[src/hw/fieldbus_uart_pkg.sv]
// Shared constants, state types and helpers of the fieldbus serial UART

`default_nettype none

package fieldbus_uart_pkg;

	// ****************************************************************
	// Widths, indices and reset values
	// ****************************************************************
	localparam int QDIV_W = 16;
	localparam logic [3:0] TX_PARITY_IDX = 4'h9;
	localparam logic [3:0] TX_STOP_IDX = 4'hA;
	localparam logic [3:0] RX_STOP_IDX = 4'h9;
	localparam logic [1:0] Q_LAST = 2'h3;
	localparam logic [1:0] Q_START_MID = 2'h1;
	localparam logic LINE_IDLE = 1'h1;
	localparam logic CTS_INACTIVE = 1'h1;
	localparam logic [7:0] DATA_RESET = 8'h00;

	// ****************************************************************
	// State types
	// ****************************************************************
	typedef enum logic [2:0]
	{
		TX_IDLE = 3'h1,
		TX_WAIT = 3'h2,
		TX_SEND = 3'h4
	} tx_state_t;

	typedef enum logic [2:0]
	{
		RX_IDLE = 3'h1,
		RX_START = 3'h2,
		RX_BITS = 3'h4
	} rx_state_t;

	// ****************************************************************
	// Helpers
	// ****************************************************************
	// A zero divisor would stall the tick, so it is treated as one cycle per quarter
	function automatic logic [QDIV_W-1:0] qdiv_reload(input logic [QDIV_W-1:0] qdiv);
		qdiv_reload = (qdiv == {QDIV_W{1'h0}}) ? {QDIV_W{1'h0}} : qdiv - {{(QDIV_W-1){1'h0}}, 1'h1};
	endfunction

	function automatic logic [10:0] frame_of(input logic [7:0] d);
		frame_of = {1'h1, ^d, d, 1'h0};
	endfunction

endpackage

`default_nettype wire

[src/hw/bit_sync.sv]
// Two-stage synchroniser for one asynchronous pin
`default_nettype none

module bit_sync
#(
	parameter logic RESET_VAL = 1'h1
)
(
	// Clock and reset
	input wire logic clk_i,
	input wire logic rst_i,
	// Pin and synchronised level
	input wire logic d_i,
	output logic q_o
);

	typedef struct packed
	{
		logic meta;
		logic q;
	} sync_regs_t;

	sync_regs_t s;
	sync_regs_t next_;

	always_comb
	begin
		next_.meta = d_i;
		next_.q = s.meta;
	end

	always_ff @(posedge clk_i or posedge rst_i)
	begin
		if (rst_i)
		begin
			s <= {RESET_VAL, RESET_VAL};
		end
		else
		begin
			s <= next_;
		end
	end

	assign q_o = s.q;

endmodule

`default_nettype wire

[src/hw/fieldbus_serial_uart.sv]
// Top of the fieldbus serial UART: transmitter, telegram handshake and receiver hookup
`default_nettype none

module fieldbus_serial_uart
(
	// Clock and reset
	input wire logic clk_i,
	input wire logic rst_i,

	// Configuration
	input wire logic [fieldbus_uart_pkg::QDIV_W-1:0] quarter_div_i,
	input wire logic stop_check_dis_i,
	input wire logic start_check_dis_i,

	// Transmit character stream
	input wire logic [7:0] tx_data_i,
	input wire logic tx_valid_i,
	output logic tx_ready_o,

	// Received character stream
	output logic [7:0] rx_data_o,
	output logic rx_valid_o,
	output logic rx_parity_err_o,
	output logic rx_frame_err_o,

	// Line transceiver and modem
	input wire logic rxd_i,
	input wire logic modem_clear_in_n_i,
	output logic txd_o,
	output logic txd_oe_o,
	output logic rts_o
);
	import fieldbus_uart_pkg::*;

	// ****************************************************************
	// State
	// ****************************************************************
	typedef struct packed
	{
		tx_state_t st;
		logic [QDIV_W-1:0] div;
		logic [1:0] qcnt;
		logic [3:0] bitcnt;
		logic [10:0] shreg;
		logic [7:0] cur;
		logic [7:0] hold;
		logic hold_valid;
		logic tx_ready;
		logic txd;
		logic oe;
		logic rts;
	} tx_regs_t;

	tx_regs_t s;
	tx_regs_t next_;
	logic cts_n;
	logic rxd_sync;
	logic tx_tick;
	logic end_of_char;
	logic tx_load;

	// ****************************************************************
	// Pin synchronisers
	// ****************************************************************
	bit_sync #(.RESET_VAL(CTS_INACTIVE)) u_cts_sync
	(
		.clk_i(clk_i),
		.rst_i(rst_i),
		.d_i(modem_clear_in_n_i),
		.q_o(cts_n)
	);

	bit_sync #(.RESET_VAL(LINE_IDLE)) u_rxd_sync
	(
		.clk_i(clk_i),
		.rst_i(rst_i),
		.d_i(rxd_i),
		.q_o(rxd_sync)
	);

	// ****************************************************************
	// Receiver
	// ****************************************************************
	serial_receiver u_rx
	(
		.clk_i(clk_i),
		.rst_i(rst_i),
		.rxd_i(rxd_sync),
		.quarter_div_i(quarter_div_i),
		.stop_check_dis_i(stop_check_dis_i),
		.start_check_dis_i(start_check_dis_i),
		.data_o(rx_data_o),
		.valid_o(rx_valid_o),
		.parity_err_o(rx_parity_err_o),
		.frame_err_o(rx_frame_err_o)
	);

	// ****************************************************************
	// Transmitter
	// ****************************************************************
	// The divider is restarted with each character, so every bit is exactly four quarters
	assign tx_tick = (s.div == {QDIV_W{1'h0}});
	assign end_of_char = (s.st == TX_SEND) && tx_tick && (s.qcnt == Q_LAST)
		&& (s.bitcnt == TX_STOP_IDX);

	always_comb
	begin
		next_ = s;
		tx_load = 1'h0;

		// One-character holding register; the next character waits here during the current one
		if (tx_valid_i && s.tx_ready)
		begin
			next_.hold = tx_data_i;
			next_.hold_valid = 1'h1;
		end

		unique case (s.st)
			TX_IDLE:
			begin
				if (s.hold_valid)
				begin
					next_.st = TX_WAIT;
					next_.rts = 1'h1;
					next_.oe = 1'h1;
				end
			end
			TX_WAIT:
			begin
				if (!cts_n)
				begin
					tx_load = 1'h1;
				end
			end
			TX_SEND:
			begin
				if (tx_tick)
				begin
					next_.div = qdiv_reload(quarter_div_i);
					next_.qcnt = s.qcnt + 2'h1;
				end
				else
				begin
					next_.div = s.div - {{(QDIV_W-1){1'h0}}, 1'h1};
				end
				if (end_of_char)
				begin
					if (s.hold_valid && !cts_n)
					begin
						tx_load = 1'h1;
					end
					else if (s.hold_valid)
					begin
						// Modem withdrew clear-to-send: keep the line owned and wait
						next_.st = TX_WAIT;
					end
					else
					begin
						next_.st = TX_IDLE;
						next_.rts = 1'h0;
						next_.oe = 1'h0;
					end
				end
				else if (tx_tick && s.qcnt == Q_LAST)
				begin
					next_.shreg = {1'h1, s.shreg[10:1]};
					next_.bitcnt = s.bitcnt + 4'h1;
				end
			end
			default:
			begin
				next_.st = TX_IDLE;
				next_.rts = 1'h0;
				next_.oe = 1'h0;
			end
		endcase

		if (tx_load)
		begin
			next_.st = TX_SEND;
			next_.shreg = frame_of(s.hold);
			next_.cur = s.hold;
			next_.bitcnt = 4'h0;
			next_.qcnt = 2'h0;
			next_.div = qdiv_reload(quarter_div_i);
			next_.hold_valid = 1'h0;
		end

		next_.txd = (next_.st == TX_SEND) ? next_.shreg[0] : LINE_IDLE;
		next_.tx_ready = !next_.hold_valid;
	end

	always_ff @(posedge clk_i or posedge rst_i)
	begin
		if (rst_i)
		begin
			s <= '{st: TX_IDLE, div: {QDIV_W{1'h0}}, qcnt: 2'h0, bitcnt: 4'h0, shreg: 11'h7FF,
				cur: DATA_RESET, hold: DATA_RESET, hold_valid: 1'h0, tx_ready: 1'h1,
				txd: LINE_IDLE, oe: 1'h0, rts: 1'h0};
		end
		else
		begin
			s <= next_;
		end
	end

	assign tx_ready_o = s.tx_ready;
	assign txd_o = s.txd;
	assign txd_oe_o = s.oe;
	assign rts_o = s.rts;

	// ****************************************************************
	// Assertions
	// ****************************************************************
	property p_rts_first;
		@(posedge clk_i) disable iff (rst_i)
		$rose(s.st == TX_SEND) |-> $past(s.rts) && rts_o;
	endproperty
	a_rts_first: assert property (p_rts_first) else $error("character started without rts");

	property p_cts_hold;
		@(posedge clk_i) disable iff (rst_i)
		s.st == TX_WAIT && cts_n |=> s.st == TX_WAIT && txd_o == LINE_IDLE;
	endproperty
	a_cts_hold: assert property (p_cts_hold) else $error("sent while clear-to-send inactive");

	property p_cts_recheck;
		@(posedge clk_i) disable iff (rst_i)
		end_of_char && s.hold_valid && cts_n |=> s.st == TX_WAIT && rts_o && txd_o;
	endproperty
	a_cts_recheck: assert property (p_cts_recheck) else $error("next char ignored clear-to-send");

	property p_back_to_back;
		@(posedge clk_i) disable iff (rst_i)
		end_of_char && s.hold_valid && !cts_n |=> s.st == TX_SEND && !txd_o && s.bitcnt == 4'h0;
	endproperty
	a_back_to_back: assert property (p_back_to_back) else $error("gap between characters");

	property p_data_bits;
		@(posedge clk_i) disable iff (rst_i)
		s.st == TX_SEND && s.bitcnt >= 4'h1 && s.bitcnt <= 4'h8
			|-> txd_o == s.cur[3'(s.bitcnt - 4'h1)];
	endproperty
	a_data_bits: assert property (p_data_bits) else $error("data bit mismatch on line");

	property p_framing;
		@(posedge clk_i) disable iff (rst_i)
		s.st == TX_SEND
			|-> (s.bitcnt == 4'h0 && !txd_o) || (s.bitcnt == TX_PARITY_IDX && txd_o == ^s.cur)
			|| (s.bitcnt == TX_STOP_IDX && txd_o) || (s.bitcnt >= 4'h1 && s.bitcnt <= 4'h8);
	endproperty
	a_framing: assert property (p_framing) else $error("start, parity or stop bit wrong");

	property p_rts_release;
		@(posedge clk_i) disable iff (rst_i)
		$fell(rts_o) |-> $past(end_of_char) && !$past(s.hold_valid);
	endproperty
	a_rts_release: assert property (p_rts_release) else $error("rts dropped mid-character");

	property p_quarter_step;
		@(posedge clk_i) disable iff (rst_i)
		s.st == TX_SEND && !tx_tick && !tx_load |=> s.qcnt == $past(s.qcnt);
	endproperty
	a_quarter_step: assert property (p_quarter_step) else $error("quarter advanced off tick");

	// The transceiver only drives the bus while the telegram owns it
	property p_oe_with_rts;
		@(posedge clk_i) disable iff (rst_i)
		txd_oe_o == rts_o;
	endproperty
	a_oe_with_rts: assert property (p_oe_with_rts) else $error("line enable apart from rts");

	property p_released_idle;
		@(posedge clk_i) disable iff (rst_i)
		!txd_oe_o |-> txd_o == LINE_IDLE;
	endproperty
	a_released_idle: assert property (p_released_idle) else $error("data on released line");

	property p_wait_owns_line;
		@(posedge clk_i) disable iff (rst_i)
		s.st == TX_WAIT |-> rts_o && txd_o == LINE_IDLE;
	endproperty
	a_wait_owns_line: assert property (p_wait_owns_line) else $error("wait without rts");

	property p_bit_advance;
		@(posedge clk_i) disable iff (rst_i)
		s.st == TX_SEND && tx_tick && s.qcnt == Q_LAST && s.bitcnt != TX_STOP_IDX
			|=> s.bitcnt == $past(s.bitcnt) + 4'h1;
	endproperty
	a_bit_advance: assert property (p_bit_advance) else $error("bit not advanced");

	// A received character is announced exactly once
	property p_rx_one_pulse;
		@(posedge clk_i) disable iff (rst_i)
		rx_valid_o |=> !rx_valid_o;
	endproperty
	a_rx_one_pulse: assert property (p_rx_one_pulse) else $error("rx valid held");

	// ****************************************************************
	// Coverage
	// ****************************************************************
	c_back_to_back: cover property (@(posedge clk_i) disable iff (rst_i)
		end_of_char && s.hold_valid && !cts_n);
	c_cts_pause: cover property (@(posedge clk_i) disable iff (rst_i)
		end_of_char && s.hold_valid && cts_n);
	c_rx_char: cover property (@(posedge clk_i) disable iff (rst_i)
		rx_valid_o && !rx_parity_err_o && !rx_frame_err_o);
	c_rx_error: cover property (@(posedge clk_i) disable iff (rst_i)
		rx_valid_o && (rx_parity_err_o || rx_frame_err_o));
	c_telegram_end: cover property (@(posedge clk_i) disable iff (rst_i)
		$fell(rts_o));

endmodule

`default_nettype wire

[src/hw/serial_receiver.sv]
// Four-fold oversampling receiver of the fieldbus serial UART
`default_nettype none

module serial_receiver
(
	// Clock and reset
	input wire logic clk_i,
	input wire logic rst_i,
	// Line and configuration
	input wire logic rxd_i,
	input wire logic [fieldbus_uart_pkg::QDIV_W-1:0] quarter_div_i,
	input wire logic stop_check_dis_i,
	input wire logic start_check_dis_i,
	// Received character
	output logic [7:0] data_o,
	output logic valid_o,
	output logic parity_err_o,
	output logic frame_err_o
);
	import fieldbus_uart_pkg::*;

	typedef struct packed
	{
		rx_state_t st;
		logic [QDIV_W-1:0] div;
		logic [1:0] qcnt;
		logic [3:0] bitcnt;
		logic [8:0] shreg;
		logic prev;
		logic [7:0] data;
		logic valid;
		logic perr;
		logic ferr;
	} rx_regs_t;

	rx_regs_t s;
	rx_regs_t next_;
	logic tick;

	assign tick = (s.div == {QDIV_W{1'h0}});

	always_comb
	begin
		next_ = s;
		next_.prev = rxd_i;
		next_.valid = 1'h0;
		next_.div = tick ? qdiv_reload(quarter_div_i) : s.div - {{(QDIV_W-1){1'h0}}, 1'h1};
		if (tick)
		begin
			next_.qcnt = s.qcnt + 2'h1;
		end
		unique case (s.st)
			RX_IDLE:
			begin
				if (s.prev && !rxd_i)
				begin
					next_.st = RX_START;
					next_.div = qdiv_reload(quarter_div_i);
					next_.qcnt = 2'h0;
				end
			end
			RX_START:
			begin
				if (tick && s.qcnt == Q_START_MID)
				begin
					// Skipping the check lets a start edge shifted by stop-bit distortion through
					if (!rxd_i || start_check_dis_i)
					begin
						next_.st = RX_BITS;
						next_.qcnt = 2'h0;
						next_.bitcnt = 4'h0;
					end
					else
					begin
						next_.st = RX_IDLE;
					end
				end
			end
			RX_BITS:
			begin
				if (tick && s.qcnt == Q_LAST)
				begin
					if (s.bitcnt == RX_STOP_IDX)
					begin
						next_.st = RX_IDLE;
						next_.valid = 1'h1;
						next_.data = s.shreg[7:0];
						next_.perr = ^s.shreg;
						next_.ferr = !stop_check_dis_i && !rxd_i;
					end
					else
					begin
						next_.shreg = {rxd_i, s.shreg[8:1]};
						next_.bitcnt = s.bitcnt + 4'h1;
					end
				end
			end
			default:
			begin
				next_.st = RX_IDLE;
			end
		endcase
	end

	always_ff @(posedge clk_i or posedge rst_i)
	begin
		if (rst_i)
		begin
			s <= '{st: RX_IDLE, div: {QDIV_W{1'h0}}, qcnt: 2'h0, bitcnt: 4'h0, shreg: 9'h000,
				prev: LINE_IDLE, data: DATA_RESET, valid: 1'h0, perr: 1'h0, ferr: 1'h0};
		end
		else
		begin
			s <= next_;
		end
	end

	assign data_o = s.data;
	assign valid_o = s.valid;
	assign parity_err_o = s.perr;
	assign frame_err_o = s.ferr;

	// ****************************************************************
	// Assertions
	// ****************************************************************
	property p_rx_edge;
		@(posedge clk_i) disable iff (rst_i)
		s.st == RX_IDLE && s.prev && !rxd_i |=> s.st == RX_START;
	endproperty
	a_rx_edge: assert property (p_rx_edge) else $error("falling edge did not start sync");

	property p_rx_false_start;
		@(posedge clk_i) disable iff (rst_i)
		s.st == RX_START && tick && s.qcnt == Q_START_MID && rxd_i && !start_check_dis_i
			|=> s.st == RX_IDLE;
	endproperty
	a_rx_false_start: assert property (p_rx_false_start) else $error("high start accepted");

	property p_rx_start_relaxed;
		@(posedge clk_i) disable iff (rst_i)
		s.st == RX_START && tick && s.qcnt == Q_START_MID && start_check_dis_i |=> s.st == RX_BITS;
	endproperty
	a_rx_start_relaxed: assert property (p_rx_start_relaxed) else $error("relaxed start lost");

	property p_rx_stop_skip;
		@(posedge clk_i) disable iff (rst_i)
		s.st == RX_BITS && tick && s.qcnt == Q_LAST && s.bitcnt == RX_STOP_IDX && stop_check_dis_i
			|=> valid_o && !frame_err_o;
	endproperty
	a_rx_stop_skip: assert property (p_rx_stop_skip) else $error("stop checked while disabled");

	property p_rx_mid_only;
		@(posedge clk_i) disable iff (rst_i)
		s.st == RX_BITS && !(tick && s.qcnt == Q_LAST) |=> s.shreg == $past(s.shreg);
	endproperty
	a_rx_mid_only: assert property (p_rx_mid_only) else $error("bit sampled off mid-bit");

endmodule

`default_nettype wire

[config.mk]
export PLATFORM = sky130hd
export DESIGN_NAME = fieldbus_serial_uart
export DESIGN_NICKNAME = d
export VERILOG_FILES = /design/src/hw/fieldbus_uart_pkg.sv /design/src/hw/bit_sync.sv /design/src/hw/fieldbus_serial_uart.sv /design/src/hw/serial_receiver.sv
export SDC_FILE = /design/constraint.sdc
export NUM_CORES = 1
export LEC_CHECK = 0
export ABC_AREA = 1
export ABC_CLOCK_PERIOD_IN_PS = 3200
export BUFFER_PORTS_ARGS = -buffer_cell sky130_fd_sc_hd__buf_2
export CAP_MARGIN = 20
export CORE_MARGIN = 10
export CORE_UTILIZATION = 57
export CTS_CLUSTER_DIAMETER = 30
export CTS_CLUSTER_SIZE = 10
export DETAILED_ROUTE_END_ITERATION = 6
export GPL_ROUTABILITY_DRIVEN = 0
export GPL_TIMING_DRIVEN = 0
export HOLD_SLACK_MARGIN = 0.1
export PLACE_DENSITY_LB_ADDON = 0.08
export SYNTH_ARGS = -nofsm -noshare
export SYNTH_HDL_FRONTEND = slang
export SYNTH_SLANG_ARGS = --single-unit
[constraint.sdc]
create_clock -name clk_i -period 3.2 [get_ports clk_i]
set_input_delay 0.16 -clock clk_i [delete_from_list [all_inputs] [get_ports clk_i]]
set_output_delay 0.16 -clock clk_i [all_outputs]
set_load 0.01 [all_outputs]
==> results.json <==
{
  "path_common_cell": "nand2_1",
  "worst_slack_ns": 1.153,
  "grt_max_degree": 57,
  "critPathMaxStageDelay_ns": 0.58,
  "critPathCaptureType": "register",
  "synthCells": 794,
  "grt_pass1_wl_um": 23910,
  "dp.cells": 976,
  "worst_clock_skew_ns": 0.009827,
  "cts_tree": "done",
  "worstPathMaxFanout": 10,
  "first_iter_violations": 363,
  "num_vias": 5260,
  "place_ws_ns": 1.187,
  "htree_levels": 3,
  "final_area_sq_um": 6773,
  "synthSimpleGateAreaFrac": 0.3462,
  "dr.pass1.iters": 7,
  "numCtsBuffers": 9,
  "synth_enable_flop_cells": 0,
  "routedWlPerCell_um": 13.86,
  "ir_drop_mv": 0.6196,
  "setup_violations": 0,
  "syn2layout_area_growth_pct": 12.42,
  "synthXorXnorAreaFrac": 0.05234,
  "synth_top_family_by_area": "simple AND/OR/NAND/NOR gates",
  "yosys_warnings": 0,
  "cp.arrival_ns": 2.37,
  "drcViolationCount": 0,
  "cts.clk_slew.worst_paths_ns": 0.09,
  "clock.fmax_ghz": 0.4886,
  "path_class": "reg -> reg",
  "cts_sinks": 98,
  "fin_tns_setup_ns": 0,
  "wirelength_um": 13930,
  "tightest_slew_ns": 0.5644,
  "muxShareOfSynthArea": 0.01661,
  "fp.dieArea_sq_um": 15080,
  "mostFrequentLayoutCell": "nand2_1",
  "crit_path_start": "s[54]",
  "final.fill_count": 885,
  "crit_chain": "nor2_2 > nand2_2 > clkinv_1 > nor2_1 > buf_2 > nand2_1 > nand2_1",
  "synth_seq_cells": 98,
  "rsz0062_at_grt": "false",
  "drive_gt1_frac": 0.1864,
  "reg2reg_from": "s[54]",
  "clock_latency_ns": 0.39,
  "nets": 907,
  "power_density_nw_per_um2": 694.9,
  "die_w_um": 122.8,
  "critPathLaunchType": "register",
  "antenna_found_initial": 0,
  "timing.final.crit_period_ns": 2.047,
  "leakagePower_nw": 3.402,
  "crit_required_ns": 3.52,
  "status": "complete, no violations",
  "post-route-period-util": 0.6396,
  "slowest_stage": "dfstp_2",
  "final_cell_mix": "nand2_1, inv_1, nor2_1, dfrtp_1, nand3_1",
  "holdWs_ns": 0.1756,
  "ys.flop_type": "dfrtp_1",
  "ios": 46,
  "ant_nets": 0,
  "place_area_sq_um": 6450,
  "synthDistinctLibCells": 41,
  "die_h_um": 122.8,
  "ctsResizeCount": 0,
  "grt_pass1_vias": 5115,
  "stdcell_count": 1005,
  "worst_slew_margin_rel": 0.6203,
  "via_per_inst": 5.234,
  "synth_compound_area_frac": 0.06459,
  "syn-cell-area_sq_um": 6025,
  "worstHoldStart": "start_check_dis_i",
  "start_util": 0.5836,
  "avgSynthCellArea_sq_um": 7.588,
  "grt.total_usage": 0.1947,
  "row_count": 37,
  "hp-class": "in -> reg",
  "slew_viol_final": 0,
  "synth.yosys.seq_area_share": 0.4112,
  "hold_violations": 0,
  "synth_fa_ha_area_frac": 0.02492,
  "clock_path_buffers": 2,
  "utilization": 0.6560,
  "grt-ovfl-total": 0,
  "antenna_cells": 0,
  "async_flop_share": 1.000,
  "portBuffers": 45,
  "fin_total_pwr_mw": 4.706,
  "root_buffer": "clkbuf_8",
  "maxCapViolations": 0,
  "syn-num-nets": 837,
  "coreArea_sq_um": 10320,
  "dp_hpwl_um": 10540
}
-- power breakdown --
part | leakage, nW | switching [mW] | internal [mW]
Clock | 0.0966 | 0.450 | 0.363
Combinational | 2.11 | 1.08 | 0.737
Sequential | 1.20 | 0.374 | 1.70
-- sequential cells by signal (all words and copies together), names as in the netlist --
register,cells
u_rxd_sync.q_o,1
txd_oe_o,1
u_cts_sync.next_,1
u_rxd_sync.next_,1
s,45
u_cts_sync.q_o,1
u_rx.parity_err_o,1
u_rx.valid_o,1
u_rx.frame_err_o,1
u_rx.s,35
txd_o,1
tx_ready_o,1
u_rx.data_o,8
-- per-layer routing --
layer,global-route usage,vias up,share of wire
li1,-,2642,-
met3,0.04775,18,0.048
met1,0.2629,2476,0.47
met2,0.3046,124,0.47
met5,0,-,0
met4,0.05376,0,0.013
-- final timing paths --
| path | end | slack [ns] | depth (start not counted) |
|---|---|---|---|
| worst max-delay path | s[53] | 1.15 | 7 |
| max in group asynchronous | tx_ready_o | 2.12 | 4 |
| worst max register to register | s[53] | 1.15 | 7 |
| min in group asynchronous | u_rx.s[44] | 0.37 | 3 |
| worst min register to register | u_cts_sync.q_o | 0.37 | 0 |
| worst min-delay path | u_rx.s[45] | 0.18 | 3 |
-- synth_stat cells, types with 5 or more instances --
| library cell | number | share of area |
|---|---|---|
| nand2_2 | 8 | 0.0083 |
| nand4_1 | 14 | 0.015 |
| inv_1 | 88 | 0.055 |
| nor2_4 | 6 | 0.011 |
| o21ai_0 | 28 | 0.023 |
| dfstp_2 | 20 | 0.087 |
| xor2_1 | 21 | 0.031 |
| nor2_2 | 9 | 0.0093 |
| ha_1 | 12 | 0.025 |
| nand3b_1 | 8 | 0.010 |
| nor3_1 | 10 | 0.0083 |
| nand2_1 | 251 | 0.16 |
| buf_6 | 5 | 0.0093 |
| nor2_1 | 79 | 0.049 |
| o21ai_2 | 16 | 0.023 |
| nand3_1 | 66 | 0.055 |
| xnor2_1 | 15 | 0.022 |
| mux2_2 | 8 | 0.015 |
| dfrtp_1 | 78 | 0.32 |
| a21oi_1 | 11 | 0.0091 |
| buf_4 | 10 | 0.012 |
-- cell type report --
cell class / count / area (sq um) / share of cell area
multi-input combinational: 585 / 3040 / 0.4489
sequential: 98 / 2477 / 0.3658
buffer: 20 / 165.2 / 0.02439
inverter: 91 / 344.1 / 0.05080
clock inverter: 6 / 65.06 / 0.009606
clock buffer: 10 / 127.6 / 0.01884
tap: 136 / 170.2 / 0.02512
timing repair buffer: 59 / 382.9 / 0.05653
-- kinds of logic (layout without fill, tap and decap cells) --
kind of cell               count (synthesis)  in the layout
and+or+nand+nor                          465            465
buffers and inverters                    111            186
DFF                                       98             98
xor gates and xnor gates                  36             36
AOI/OAI and AO/OA                         63             63
muxes                                      9              9
adders and majority gates                 12             12
-- worst max-delay path: cells and delay by family, from the launching register on --
family | cells | cell delay, ns
AND/OR/NAND/NOR | 5 | 0.84
buffers and inverters | 2 | 0.57
flip-flops | 1 | 0.58
-- repair_timing --
item	4_1_cts	5_1_grt
hold buffers	13	0
setup buffers	0	0
hold endpoints to repair	43	0
Power figures use the tool's default switching activity.
